$ cat src/design/led_enc_pkg.sv
// Constants and types shared by the converter status lamp encoder
package led_enc_pkg;

   // ----------------------------------------
   // Register map (byte addresses)
   // ----------------------------------------
   localparam logic [7:0] CTRL_OFFSET = 8'h00;
   localparam logic [7:0] STATE_OFFSET = 8'h04;
   localparam logic [7:0] LAMP_OFFSET = 8'h08;
   localparam logic [7:0] MODE_OFFSET = 8'h0c;

   // ----------------------------------------
   // Field layouts and reset values
   // ----------------------------------------
   localparam int GROUP_SEL_W = 3;
   localparam logic [2:0] GROUP_SEL_RESET = 3'h0;
   localparam int STATE_W = 13;
   localparam logic [12:0] STATE_RESET = 13'h0000;
   localparam int ST_FAULT = 0;
   localparam int ST_OVERLOAD = 1;
   localparam int ST_SAFE_STOP = 2;
   localparam int ST_REDUCED_SPEED = 3;
   localparam int ST_READY = 4;
   localparam int ST_QUICK_COMM = 5;
   localparam int ST_TEST_DUE = 6;
   localparam int ST_NO_COMM = 7;
   localparam int ST_PARAM_XFER = 8;
   localparam int ST_FW_UPDATE = 9;
   localparam int ST_SAFETY_COMM = 10;
   localparam int ST_PULSE_ENABLE = 11;
   localparam int ST_INTERMEDIATE_CIRCUIT_LAMP = 12;
   localparam int LAMP_W = 12;
   localparam logic [11:0] LAMP_RESET = 12'h000;
   localparam int LP_FAULT = 0;
   localparam int LP_READY = 1;
   localparam int LP_SAFE_STOP = 2;
   localparam int LP_OVERLOAD = 3;
   localparam int LP_GROUP = 4;
   localparam int LP_OUTPUT = 10;
   localparam int LP_INTERMEDIATE_CIRCUIT_LAMP = 11;
   localparam int GROUPS = 6;
   localparam logic [2:0] GROUP_SEL_MAX = 3'h5;

   // ----------------------------------------
   // Flash timing
   // ----------------------------------------
   localparam int CLK_HZ = 20_000_000;
   localparam int FAST_HALF_MS = 250;
   localparam int SLOW_HALF_MS = 1000;
   localparam int FAST_HALF_CYC = CLK_HZ / 1000 * FAST_HALF_MS;
   localparam int SLOW_RATIO = SLOW_HALF_MS / FAST_HALF_MS;
   localparam logic [1:0] SLOW_DIV_LAST = 2'(SLOW_RATIO - 1);
   localparam int CNT_W = 23;
   typedef logic [CNT_W-1:0] cnt_t;
   localparam cnt_t CNT_RESET = 23'h000000;

   // ----------------------------------------
   // Display override modes
   // ----------------------------------------
   typedef enum logic [1:0] {
      DISP_NORMAL,
      DISP_FW_UPDATE,
      DISP_PARAM_XFER,
      DISP_SAFETY_COMM
   } disp_t;

endpackage : led_enc_pkg

$ cat src/design/flash_if.sv
// Flash phase signals passed from the divider to the encoder
`timescale 1ns/1ns
interface flash_if;
   logic fast;
   logic slow;
   modport gen (output fast, output slow);
   modport sink (input fast, input slow);
endinterface : flash_if

$ cat src/design/flash_divider.sv
// Clock divider producing the 2 Hz and 0.5 Hz flash phases
`timescale 1ns/1ns
module flash_divider #(
   parameter int unsigned HALF_CYC = led_enc_pkg::FAST_HALF_CYC
) (
   // Clock, reset, enable
   input wire logic hclk,
   input wire logic hresetn,
   input wire logic ce,
   // Flash phases
   flash_if.gen flash
);

   typedef struct packed {
      led_enc_pkg::cnt_t cnt;
      logic [1:0] div;
      logic fast;
      logic slow;
   } div_t;

   div_t s_q;
   div_t s_d;

   // Both phases start low together so all flashing stays in step
   always_comb begin
      s_d = s_q;
      if (s_q.cnt == led_enc_pkg::cnt_t'(HALF_CYC - 1)) begin
         s_d.cnt = led_enc_pkg::CNT_RESET;
         s_d.fast = ~s_q.fast;
         s_d.div = s_q.div + 2'h1;
         if (s_q.div == led_enc_pkg::SLOW_DIV_LAST) begin
            s_d.slow = ~s_q.slow;
            s_d.div = 2'h0;
         end
      end else begin
         s_d.cnt = s_q.cnt + led_enc_pkg::cnt_t'(1);
      end
   end

   // State register, frozen while ce is low
   always_ff @(posedge hclk or negedge hresetn) begin
      if (!hresetn) begin
         s_q <= '0;
      end else if (ce) begin
         s_q <= s_d;
      end
   end

   assign flash.fast = s_q.fast;
   assign flash.slow = s_q.slow;

endmodule : flash_divider

$ cat src/design/converter_status_led_encoder.sv
// Front-panel and power-module lamp encoder with AHB-Lite register access
// Register map, one aligned word each, unmapped words read zero and ignore writes
//    0x00 control: bits 2:0 select the shutdown group, read and write
//    0x04 state: bits 12:0 force converter states in software, ORed with the inputs
//    0x08 lamps: bits 11:0 show the registered lamp word, read only
//    0x0c mode: bits 1:0 display mode, bit 4 fast phase, bit 5 slow phase, bits 20:8 effective state
//
// Lamp word layout
//    bit 0 fault, bit 1 ready, bit 2 safe stop, bit 3 overload
//    bits 9:4 shutdown groups one to six, bit 10 output, bit 11 intermediate circuit
//
// Display priority
//    Firmware update lights all ten panel lamps
//    Parameter transfer darkens all ten panel lamps
//    Safety commissioning replaces only the group lamps by the 2 Hz flash
//    Otherwise the normal pattern: test due, fault, reduced speed, safe stop,
//    quick commissioning, missing link, overload, ready
//    The two power-module lamps follow their states in every mode
//
// Timing
//    One wait state per bus transfer, so a single transfer takes two cycles
//    Lamps follow the converter states one clock later
//    Both flash phases start low together after reset and stay aligned
//    Reset darkens every lamp and leaves the bus ready
//    Clock enable low freezes the bus slave too
//
// Hazards
//    A forced state stays until software writes it back to zero
//    Group select values 0, 6 and 7 light group six alone when the link is missing
//    Test due outranks a present fault, so a fault during the test wait only flashes
//    Reduced speed outranks a plain safe stop, because both share the safe-stop lamp
//    The ready flash uses the fast phase; no other rate is offered for it
//    Size is not checked: every access is treated as a whole word
//    A transfer offered while ce is low with the bus idle is lost: hreadyout stays high, so the master completes it unseen
//
`timescale 1ns/1ns
module converter_status_led_encoder #(
   parameter int unsigned FLASH_HALF_CYC = led_enc_pkg::FAST_HALF_CYC
) (
   // Clock, reset, enable
   input wire logic hclk,
   input wire logic hresetn,
   input wire logic ce,
   // AHB-Lite slave
   input wire logic hsel,
   input wire logic [31:0] haddr,
   input wire logic [1:0] htrans,
   input wire logic hwrite,
   input wire logic [2:0] hsize,
   input wire logic [31:0] hwdata,
   input wire logic hready,
   output logic hreadyout,
   output logic [31:0] hrdata,
   output logic hresp,
   // Converter states from on-chip logic
   input wire logic [12:0] state_in,
   // Control-unit lamps
   output logic fault_lamp,
   output logic ready_lamp,
   output logic safe_stop_lamp,
   output logic overload_lamp,
   output logic [5:0] shutdown_group_lamps,
   // Power-module lamps
   output logic output_lamp,
   output logic intermediate_circuit_lamp
);

   // ----------------------------------------
   // State
   // ----------------------------------------
   // All state of the module in one packed struct
   // Bus fields: pend marks a data phase in progress, wr and addr hold its address phase
   // ready_out and rdata are the registered answers seen on the bus
   // group_sel and sw_state are the two writable registers
   // mode and lamps register the display so every lamp comes from a flip-flop
   typedef struct packed {
      logic pend;
      logic wr;
      logic [7:0] addr;
      logic ready_out;
      logic [31:0] rdata;
      logic [2:0] group_sel;
      logic [12:0] sw_state;
      led_enc_pkg::disp_t mode;
      logic [11:0] lamps;
   } regs_t;

   regs_t s_q;
   regs_t s_d;

   // Flash phases from the divider
   flash_if flash ();

   // Combinational next values of the display
   logic [12:0] eff;
   logic [11:0] lamps_n;
   logic [5:0] group_n;
   led_enc_pkg::disp_t mode_n;

   // ----------------------------------------
   // Helpers
   // ----------------------------------------

   // Word decode: upper address bits must be zero, low two bits ignored
   // Upper bits outside the map force a miss, so aliases never appear
   function automatic logic hit(input logic [31:0] a, input logic [7:0] off);
      hit = (a[31:8] == 24'h000000) && (a[7:2] == off[7:2]);
   endfunction : hit

   // One-hot lamp for a shutdown group number 1 to 5, none otherwise
   // Group six is added by the caller
   function automatic logic [5:0] group_onehot(input logic [2:0] sel);
      logic [5:0] v;
      v = 6'h00;
      if (sel != 3'h0 && sel <= led_enc_pkg::GROUP_SEL_MAX) begin
         v[sel - 3'h1] = 1'b1;
      end
      group_onehot = v;
   endfunction : group_onehot

   // Read mux over the register map, unmapped words read zero
   // Mode word also shows both flash phases and the effective state
   // Reads have no side effects
   function automatic logic [31:0] read_word(input logic [31:0] a, input regs_t r);
      logic [31:0] v;
      v = 32'h00000000;
      if (hit(a, led_enc_pkg::CTRL_OFFSET)) begin
         v[2:0] = r.group_sel;
      end else if (hit(a, led_enc_pkg::STATE_OFFSET)) begin
         v[12:0] = r.sw_state;
      end else if (hit(a, led_enc_pkg::LAMP_OFFSET)) begin
         v[11:0] = r.lamps;
      end else if (hit(a, led_enc_pkg::MODE_OFFSET)) begin
         v[1:0] = r.mode;
         v[4] = flash.fast;
         v[5] = flash.slow;
         v[20:8] = eff;
      end
      read_word = v;
   endfunction : read_word

   // ----------------------------------------
   // Flash generator
   // ----------------------------------------

   // Divided system clock supplies both flash rates
   // Fast phase drives the 2 Hz lamps, slow phase the 0.5 Hz fault flash
   flash_divider #(
      .HALF_CYC(FLASH_HALF_CYC)
   ) u_flash (
      .hclk(hclk),
      .hresetn(hresetn),
      .ce(ce),
      .flash(flash)
   );

   // ----------------------------------------
   // Effective converter state
   // ----------------------------------------

   // Hardware states and software-forced states combine
   // A forced state cannot be cleared by hardware
   assign eff = state_in | s_q.sw_state;

   // Override mode: update beats transfer beats safety commissioning
   // Only one override shows at a time
   always_comb begin
      if (eff[led_enc_pkg::ST_FW_UPDATE]) begin
         mode_n = led_enc_pkg::DISP_FW_UPDATE;
      end else if (eff[led_enc_pkg::ST_PARAM_XFER]) begin
         mode_n = led_enc_pkg::DISP_PARAM_XFER;
      end else if (eff[led_enc_pkg::ST_SAFETY_COMM]) begin
         mode_n = led_enc_pkg::DISP_SAFETY_COMM;
      end else begin
         mode_n = led_enc_pkg::DISP_NORMAL;
      end
   end

   // ----------------------------------------
   // Lamp encoding
   // ----------------------------------------

   // Lamp word bits follow the layout in the file header
   // Group lamps in normal display
   // Group select outside 1 to 5 leaves group six alone lit
   always_comb begin
      group_n = 6'h00;
      if (eff[led_enc_pkg::ST_NO_COMM] && !eff[led_enc_pkg::ST_FAULT]) begin
         group_n = group_onehot(s_q.group_sel);
         group_n[led_enc_pkg::GROUPS-1] = 1'b1;
      end
   end

   // Panel pattern, one row of the state table at a time
   // Earlier rows win on lamp bits 3:0; the group lamps light for a missing link whenever no fault is present
   always_comb begin
      lamps_n = led_enc_pkg::LAMP_RESET;
      if (eff[led_enc_pkg::ST_TEST_DUE]) begin
         lamps_n[led_enc_pkg::LP_FAULT] = flash.slow;
      end else if (eff[led_enc_pkg::ST_FAULT]) begin
         lamps_n[led_enc_pkg::LP_FAULT] = 1'b1;
         if (eff[led_enc_pkg::ST_SAFE_STOP]) begin
            lamps_n[led_enc_pkg::LP_SAFE_STOP] = 1'b1;
         end else if (eff[led_enc_pkg::ST_OVERLOAD]) begin
            lamps_n[led_enc_pkg::LP_OVERLOAD] = 1'b1;
         end
      end else if (eff[led_enc_pkg::ST_REDUCED_SPEED]) begin
         lamps_n[led_enc_pkg::LP_SAFE_STOP] = 1'b1;
         lamps_n[led_enc_pkg::LP_OVERLOAD] = 1'b1;
      end else if (eff[led_enc_pkg::ST_SAFE_STOP]) begin
         lamps_n[led_enc_pkg::LP_SAFE_STOP] = 1'b1;
      end else if (eff[led_enc_pkg::ST_QUICK_COMM]) begin
         lamps_n[led_enc_pkg::LP_READY] = flash.fast;
      end else if (eff[led_enc_pkg::ST_NO_COMM]) begin
         lamps_n[led_enc_pkg::LP_READY] = flash.fast;
      end else if (eff[led_enc_pkg::ST_OVERLOAD]) begin
         lamps_n[led_enc_pkg::LP_OVERLOAD] = 1'b1;
      end else if (eff[led_enc_pkg::ST_READY]) begin
         lamps_n[led_enc_pkg::LP_READY] = 1'b1;
      end
      lamps_n[led_enc_pkg::LP_GROUP +: 6] = group_n;

      // Overrides replace the panel pattern
      case (mode_n)
         led_enc_pkg::DISP_FW_UPDATE: begin
            lamps_n[9:0] = 10'h3ff;
         end
         led_enc_pkg::DISP_PARAM_XFER: begin
            lamps_n[9:0] = 10'h000;
         end
         led_enc_pkg::DISP_SAFETY_COMM: begin
            lamps_n[led_enc_pkg::LP_GROUP +: 6] = {6{flash.fast}};
         end
         default: begin
         end
      endcase

      // Power-module lamps follow their own states in every mode
      lamps_n[led_enc_pkg::LP_OUTPUT] = eff[led_enc_pkg::ST_PULSE_ENABLE];
      lamps_n[led_enc_pkg::LP_INTERMEDIATE_CIRCUIT_LAMP] = eff[led_enc_pkg::ST_INTERMEDIATE_CIRCUIT_LAMP];
   end

   // ----------------------------------------
   // Bus slave and next state
   // ----------------------------------------

   // One wait state per transfer so read data leaves a flip-flop
   // Cycle 1: address phase seen, answer held low
   // Cycle 2: write lands or read word is fetched, answer raised
   // The next address phase may follow at once
   // Writes outside the two writable words are dropped
   always_comb begin
      s_d = s_q;
      s_d.mode = mode_n;
      s_d.lamps = lamps_n;
      if (s_q.pend) begin
         // Data phase: write or fetch, then release the bus
         s_d.pend = 1'b0;
         s_d.ready_out = 1'b1;
         s_d.rdata = 32'h00000000;
         if (s_q.wr) begin
            if (hit({24'h000000, s_q.addr}, led_enc_pkg::CTRL_OFFSET)) begin
               s_d.group_sel = hwdata[2:0];
            end
            if (hit({24'h000000, s_q.addr}, led_enc_pkg::STATE_OFFSET)) begin
               s_d.sw_state = hwdata[12:0];
            end
         end else begin
            s_d.rdata = read_word({24'h000000, s_q.addr}, s_q);
         end
      end else if (hsel && htrans[1] && hready) begin
         // Address phase accepted
         s_d.pend = 1'b1;
         s_d.ready_out = 1'b0;
         s_d.wr = hwrite;
         // Address beyond the map becomes an offset that never hits
         s_d.addr = (haddr[31:8] == 24'h000000) ? haddr[7:0] : 8'hff;
      end
   end

   // State register, frozen while ce is low
   // Ready high in reset so the first transfer may start at once
   always_ff @(posedge hclk or negedge hresetn) begin
      if (!hresetn) begin
         s_q.pend <= 1'b0;
         s_q.wr <= 1'b0;
         s_q.addr <= 8'h00;
         s_q.ready_out <= 1'b1;
         s_q.rdata <= 32'h00000000;
         s_q.group_sel <= led_enc_pkg::GROUP_SEL_RESET;
         s_q.sw_state <= led_enc_pkg::STATE_RESET;
         s_q.mode <= led_enc_pkg::DISP_NORMAL;
         s_q.lamps <= led_enc_pkg::LAMP_RESET;
      end else if (ce) begin
         s_q <= s_d;
      end
   end

   // ----------------------------------------
   // Outputs
   // ----------------------------------------

   // Bus answers
   assign hreadyout = s_q.ready_out;
   assign hrdata = s_q.rdata;
   assign hresp = 1'b0; // Always OKAY

   // Lamps straight from the lamp register
   assign fault_lamp = s_q.lamps[led_enc_pkg::LP_FAULT];
   assign ready_lamp = s_q.lamps[led_enc_pkg::LP_READY];
   assign safe_stop_lamp = s_q.lamps[led_enc_pkg::LP_SAFE_STOP];
   assign overload_lamp = s_q.lamps[led_enc_pkg::LP_OVERLOAD];
   assign shutdown_group_lamps = s_q.lamps[led_enc_pkg::LP_GROUP +: 6];

   // Power-module lamps
   assign output_lamp = s_q.lamps[led_enc_pkg::LP_OUTPUT];
   assign intermediate_circuit_lamp = s_q.lamps[led_enc_pkg::LP_INTERMEDIATE_CIRCUIT_LAMP];

   // hsize is accepted but not checked: only whole words are used
   logic unused_size;
   assign unused_size = ^hsize;

endmodule : converter_status_led_encoder

$ cat config.mk
export PLATFORM = sky130hd
export DESIGN_NAME = converter_status_led_encoder
export DESIGN_NICKNAME = d
export VERILOG_FILES = /design/src/design/led_enc_pkg.sv /design/src/design/flash_if.sv /design/src/design/flash_divider.sv /design/src/design/converter_status_led_encoder.sv
export SDC_FILE = /design/constraint.sdc
export NUM_CORES = 1
export LEC_CHECK = 0
export BUFFER_PORTS_ARGS = -buffer_cell sky130_fd_sc_hd__buf_4
export CAP_MARGIN = 20
export CORE_ASPECT_RATIO = 2
export CORE_MARGIN = 8
export CORE_UTILIZATION = 45
export DETAILED_ROUTE_END_ITERATION = 8
export GPL_TIMING_DRIVEN = 0
export PLACE_DENSITY = 0.75
export SLEW_MARGIN = 40
export SYNTH_ARGS = -nofsm -noshare
export SYNTH_HDL_FRONTEND = slang
export SYNTH_SLANG_ARGS = --single-unit
$ cat constraint.sdc
create_clock -name hclk -period 1.97 [get_ports hclk]
set_input_delay 0.591 -clock hclk [delete_from_list [all_inputs] [get_ports hclk]]
set_output_delay 0.591 -clock hclk [all_outputs]
set_load 0.1 [all_outputs]
==> summary.md, run 1 <==
| Metric | Value |
|---|---|
| Starting density of the core | 0.4603 |
| # DRC | 0 |
| Clk Latency, worst-skew pair | ~0.34 ns |
| Post-Syn Area per Cell | between 9 and 10 um2 |
| Die area | 13640 um2 |
| Critical path endpoint category | flop |
| Min Clock Period, post-route | 2.022 ns |
| Final Cell Area | 5969 um2 |
| Post-synthesis cell type count | 52 |
| CTS Buf Count | 9 |
| Worst-path cell chain | or4_4, or3_4, or2_4, mux2_4 |
| Area delta synth->final | 32.82% |
| MaxCap Viol Count | 0 |
| Final setup viols | 3 |
| Cells after Synth | 450 |
| Worst slew pin tran | 0.6910 ns |
| CP delay by family, top | simple AND/OR/NAND/NOR gates |
| Non-Filler Instances | ~720 |
| Nets | 675 |
| Clock transition at path regs | 0.07 ns |
| Post-synth top area share | 0.4788 |
| Worst slew margin | 0.5393 |
| Routability cong. | just under 1 |
| Cell at the slowest stage of the critical path | or4_4 |
| Core Rows | 51 |
| R2r endpoint | s_q[28]$_DFFE_PN0P_ |
| Sink Count | 87 |
| Top Ports | 134 |
| Crit path max fanout | 4 |
| Die width | 86.67 um |
| Placed cell area | 5433 um2 |
| Leakage power figure | 2.824 nW |
| Flops & latches, synth | 87 |
| Critical path arrival | 2.25 ns |
| Ys flop type | dfrtp_1 |
| Final Hold Fails | 0 |
| Core region area | 9763 um2 |
| Crit Path Class | reg2reg |
| WL/cell | 18.23 um |
| Pins Over Slew Limit | 0 |
| Switching Share | 0.3312 |
| RSZ-0062 raised after global routing | yes |
| Comb power frac | 0.233 |
| Sw Pwr | 0.001640 W |
| WP buf/inv | 0 |
| First-pass GRT wire length | 20.45 mm |
| Final period utilization | 1.026 |
| Vias post-DR | slightly below 4000 |
| FF-to-FF Start | s_q[68]$_DFFE_PN0P_ |
| Vias in the first global route | ~4000 |
| Initial antenna violation count | 0 |
| TritonRoute pass-1 iters | 4 |
| Final WL | 13.07 mm |
| H-tree depth | 3 |
| Grt ovf | 0 |
| Max Fclk | 0.4947 GHz |
| Final HPWL DP | between 9 and 10 mm |
| Yosys warns | 0 |
| Top post-synthesis cells by area | dfrtp_1 (48%), buf_4 (6.7%), mux2_2 (4.3%), o21ai_0 (3.6%), nand2_1 (3.3%) |
| Root Buffer | clkbuf_16 |
| Share of cells above drive strength 1 | 0.3675 |
| CTS tree | built |
| Largest stage delay on the critical path | 0.57 ns |
| Starting DRT DRC Count | approximately 260 |
| WP data required | 2.20 ns |
| Die Height | 157.3 um |
| Post-synth top area cell | dfrtp_1 |
| Status | finished with violations |
| PwrDens | 829.4 nW/um2 |
| Reg2reg path depth | 4 |
| Inst Count DP | 688 |
| Reg2Reg Setup Slack | -0.05 ns |
| Final core utilization | 0.6114 |
| Antenna fix cells | 0 |
| Peak VDD IR | 534.9 uV |
| Cell Int Power | 0.003311 W |
| Hold crit path type | in2async |
| Global-route usage over all layers | 0.1964 |
| Largest net degree at the start of global routing | ~90 |
| Ys async rst share | 1.000 |
| Overall power | 0.004951 W |
| # port buffers | 95 |
| Clk_skew | 0.01274 ns |
| Via density | 5.469 |
| Number of synthesized flops with an enable pin | 0 |
| Area of the mapped netlist | 4494 um2 |
| Final setup margin | -0.05155 ns |
| Sequential power share | 0.416 |
| Seq/Total Area, Yosys | 0.4847 |
| Failing checks | setup timing |
| Routed Antenna Nets | 0 |
| Startpoint Class | flop |
| CTS Hold Bufs | 0 |
| Clk pwr share | 0.351 |
| Clk buf depth | 2 |
cell usage after synthesis, types with 4 or more instances:
cell type   n
xnor2_1    10
or3_1       9
xor2_1      7
nor2_1     38
mux2_2     17
nand2b_1    5
dfrtp_1    86
nand2_1    39
inv_1      12
nand4_1    12
nor4_1     10
o21ai_0    32
a21oi_1    16
nor3_1     11
o41ai_1     5
clkbuf_1   10
nand3_1    10
or4_1       5
a31oi_1     7
o31ai_1     5
buf_4      40
ha_1        7
o22a_1     11
and4_1      4
and3_1      4
how the worst max path moves through the flow:
stage                                   endpoint  depth (start not counted)           startpoint  slack (ns)
after detailed placement  ready_lamp$_DFFE_PN0P_                          9          state_in[9]       -0.47
after global routing         s_q[28]$_DFFE_PN0P_                          4  s_q[68]$_DFFE_PN0P_       -0.07
after CTS                    s_q[28]$_DFFE_PN0P_                          4  s_q[69]$_DFFE_PN0P_       -0.05
after floorplan              s_q[27]$_DFFE_PN0P_                          4  s_q[68]$_DFFE_PN0P_        0.01
final                        s_q[28]$_DFFE_PN0P_                          4  s_q[68]$_DFFE_PN0P_       -0.05
after global placement    ready_lamp$_DFFE_PN0P_                          9          state_in[9]       -0.47
power by group through the flow:
| stage | registers, W | logic [W] | clock network [W] |
|---|---|---|---|
| global placement | 0.00208 | 0.00108 | 0 |
| global route | 0.00208 | 0.00122 | 0.00186 |
| floorplan | 0.00219 | 0.000654 | 0 |
| finish | 0.00206 | 0.00115 | 0.00174 |
| CTS | 0.00205 | 0.00111 | 0.00177 |
| detailed placement | 0.00209 | 0.00110 | 0 |
cell families after synthesis:
family | synth area share
other | 0.0008344
DFF | 0.4847
xor gates and xnor gates | 0.03313
and+or+nand+nor | 0.1893
buffers and inverters | 0.08602
AOI/OAI and AO/OA | 0.1295
muxes | 0.05707
adders and majority gates | 0.01949
layout by cell type (no fill, tap or decap), types with 9 or more instances in the layout:
cell | netlist | final
buf_4 | 40 | 146
nand2_1 | 39 | 36
o21ai_0 | 32 | 32
nand4_1 | 12 | 12
o22a_1 | 11 | 11
nor2_1 | 38 | 35
xnor2_1 | 10 | 10
clkbuf_16 | 0 | 9
a21oi_1 | 16 | 16
or3_1 | 9 | 9
nor4_1 | 10 | 9
inv_1 | 12 | 12
conb_1 | 1 | 12
mux2_2 | 17 | 15
dfrtp_1 | 86 | 84
nand3_1 | 10 | 9
through the flow:
stage	hold WS, ns	setup WS, ns	TNS (ns)
2_1_floorplan	0.2954	0.01453	0
3_3_place_gp	0.4487	-0.4681	-10.05
3_5_place_dp	0.4511	-0.4705	-10.11
4_1_cts	0.3381	-0.05227	-0.1829
5_1_grt	0.3501	-0.07460	-0.2097
6_report	0.2846	-0.05155	-0.1342
registers in the layout, summed over array words and instances (netlist names):
name,flops
fault_lamp,1
hrdata,21
hreadyout,1
intermediate_circuit_lamp,1
output_lamp,1
overload_lamp,1
ready_lamp,1
s_q,26
safe_stop_lamp,1
shutdown_group_lamps,6
u_flash.flash.fast,1
u_flash.flash.slow,1
u_flash.s_q,25
final cells by class:
| class | count | area [um2] |
|---|---|---|
| Sequential cell | 87 | 2181 |
| Tap cell | 132 | 165.2 |
| Multi-Input combinational cell | 311 | 2100 |
| Buffer | 51 | 352.8 |
| Clock buffer | 10 | 239.0 |
| Clock inverter | 6 | 70.07 |
| Fill cell | 805 | 3794 |
| Timing Repair Buffer | 108 | 817.0 |
| Inverter | 12 | 45.04 |
routing by layer:
layer  wire, um  part of all wire  GRT usage  vias up
li1           -                 -          -     1835
met1       4499              0.34     0.1893     1921
met2       7436              0.57     0.3663      126
met3        591             0.045    0.04125       39
met4        547             0.042     0.1166        0
met5          0                 0          0        -
repair_timing:
item,CTS,global route
resized for setup,14,17
pin swaps,5,5
setup buffers,6,7
endpoints found under the setup margin,39,45
(Power assumes the default switching activity.)
==> run 2, diff against run 1 <==
Settings changed: CTS_BUF_LIST set to sky130_fd_sc_hd__clkbuf_4 sky130_fd_sc_hd__clkbuf_8.
==> summary.md, run 2 (same netlist as run 1, synthesis figures left out) <==
| Metric | Value |
|---|---|
| Placement Setup Slack | -0.4705 ns (unchanged) |
| Final WL | 12.99 mm (-0.66%) |
| Comb power frac | 0.257 (+0.024) |
| Non-Filler Instances | 719 (+0.28%) |
| RSZ-0062 raised after global routing | yes |
| Vias post-DR | 3909 (-0.31%) |
| MaxCap Viol Count | 0 (unchanged) |
| Final Cell Area | 5917 um2 (-0.88%) |
| Sequential power share | 0.456 (+0.040) |
| Placed cell area | 5433 um2 (unchanged) |
| Critical path endpoint category | flop |
| H-tree depth | 3 (unchanged) |
| Largest net degree at the start of global routing | 88 (unchanged) |
| Die Height | 157.3 um (unchanged) |
| Sink Count | 87 (unchanged) |
| Top Ports | 134 (unchanged) |
| Routed Antenna Nets | 0 (unchanged) |
| Critical path arrival | 2.28 ns (+0.03 ns) |
| Overall power | 0.004516 W (-8.8%) |
| TritonRoute pass-1 iters | 6 (+2) |
| Clk_skew | 0.01836 ns (+0.005625 ns) |
| Starting DRT DRC Count | 268 (+4.3%) |
| Starting density of the core | 0.4603 (unchanged) |
| Antenna fix cells | 0 (unchanged) |
| Switching Share | 0.3538 (+0.02251) |
| PwrDens | 763.3 nW/um2 (-8.0%) |
| Clk buf depth | 2 (unchanged) |
| Startpoint Class | flop |
| Area delta synth->final | 31.65% |
| Clk Latency, worst-skew pair | 0.37 ns (+0.03 ns) |
| WL/cell | 18.06 um (-0.93%) |
| Vias in the first global route | 4044 (+0.049%) |
| Worst slew margin | 0.5479 (+0.008537) |
| Min Clock Period, post-route | 2.023 ns (+0.001437 ns) |
| Commonest non-fill, non-tap cell in the layout | buf_4 |
| Status | finished with violations |
| Reg2Reg Setup Slack | -0.05 ns (about the same) |
| Crit path max fanout | 5 (+1) |
| Core Rows | 51 (unchanged) |
| # port buffers | 95 (unchanged) |
| Final period utilization | 1.027 (about the same) |
| Total Negative Setup Slacks | -0.1429 ns (-0.008709 ns) |
| Fill cell count | 824 (+2.4%) |
| Failing checks | setup timing |
| Inst Count DP | 688 (unchanged) |
| Sw Pwr | 0.001598 W (-2.6%) |
| Largest Register | s_q |
| Cell Int Power | 0.002919 W (-12%) |
| Most frequent cells in the layout | buf_4 (149), dfrtp_1 (85), nand2_1 (36) |
| Leakage power figure | 2.795 nW (-1.0%) |
| Pins Over Slew Limit | 0 (unchanged) |
| Final setup margin | -0.05299 ns (-0.001437 ns) |
| WP data required | 2.23 ns (+0.03 ns) |
| Clock transition at path regs | 0.10 ns (+0.03 ns) |
| Hold crit path type | in2async |
| Nets | 677 (+0.30%) |
| Final setup viols | 3 (unchanged) |
| Global-route usage over all layers | 0.1944 (-0.002069) |
| Max reg flops | 26 (unchanged) |
| # DRC | 0 (unchanged) |
| Die area | 13640 um2 (unchanged) |
| Crit Path Class | reg2reg |
| Grt ovf | 0 (unchanged) |
| Routability cong. | 0.9735 (unchanged) |
| CTS Buf Count | 9 (unchanged) |
| Core region area | 9763 um2 (unchanged) |
| Peak VDD IR | 577.9 uV (+8.0%) |
| CTS tree | built |
| Worst slew pin tran | 0.6782 ns (-0.01281 ns) |
| Final Hold Fails | 0 (unchanged) |
| First-pass GRT wire length | 20.22 mm (-1.1%) |
| Initial antenna violation count | 0 (unchanged) |
| Final HPWL DP | 9.891 mm (unchanged) |
| Via density | 5.437 (-0.58%) |
| Clk pwr share | 0.287 (-0.064) |
| Root Buffer | clkbuf_8 |
| Max Fclk | 0.4943 GHz (about the same) |
| Die width | 86.67 um (unchanged) |
| Share of cells above drive strength 1 | 0.3782 (+0.01067) |
-- run 2: final timing paths --
check,from,end,cells after the start
max reg2reg,s_q[68]$_DFFE_PN0P_,s_q[28]$_DFFE_PN0P_,4
min in group hclk,hwdata[11],s_q[25]$_DFFE_PN0P_,2
max in group asynchronous,hresetn,u_flash.s_q[11]$_DFFE_PN0P_,1
min,hresetn,u_flash.s_q[19]$_DFFE_PN0P_,1
min reg2reg,hreadyout$_DFFE_PN1P_,hreadyout$_DFFE_PN1P_,2
max,s_q[68]$_DFFE_PN0P_,s_q[28]$_DFFE_PN0P_,4
-- run 2: metrics by stage --
stage / utilization / hold WS [ns]
after CTS: 0.5893 / 0.2957
final: 0.6060 / 0.2731
after detailed placement: 0.5565 / 0.4511
after global routing: 0.6060 / 0.3094
after global placement: 0.5554 / 0.4487
after floorplan: - / 0.2954
-- run 2: layout make-up --
type | count | area (um2) | area share
clock inverter | 6 | 70.07 | 0.01184
sequential | 87 | 2180 | 0.3684
inverter | 12 | 45.04 | 0.007613
multi-input combinational | 311 | 2132 | 0.3603
tap | 132 | 165.2 | 0.02791
timing repair buffer | 111 | 839.6 | 0.1419
buffer | 50 | 347.8 | 0.05879
clock buffer | 10 | 137.6 | 0.02326
-- run 2: worst max-delay path, stage by stage, from the launching register on --
cell	delay (ns)
dfrtp_1	0.39
or4_4	0.58
or3_4	0.40
or2_4	0.26
mux2_4	0.30
-- run 2: per-layer routing --
layer,vias to the layer above,wire (um),GRT usage
li1,1842,-,-
met1,1925,4473,0.1864
met2,109,7467,0.3637
met3,33,572,0.04386
met4,0,474,0.1100
met5,-,0,0
-- run 2: what timing repair did --
action,4_1_cts,5_1_grt
hold buffers,0,0
gates cloned,0,0
setup endpoints to repair,39,42
setup buffers,8,8
gates resized for setup,13,23
pin swaps,6,6
-- run 2: power by group through the flow --
stage,combinational (W),clock [W],sequential [W]
after CTS,0.00111,0.00133,0.00205
after floorplan,0.000654,0,0.00219
after global placement,0.00108,0,0.00208
after global routing,0.00122,0.00141,0.00208
after detailed placement,0.00110,0,0.00209
final,0.00116,0.00130,0.00206
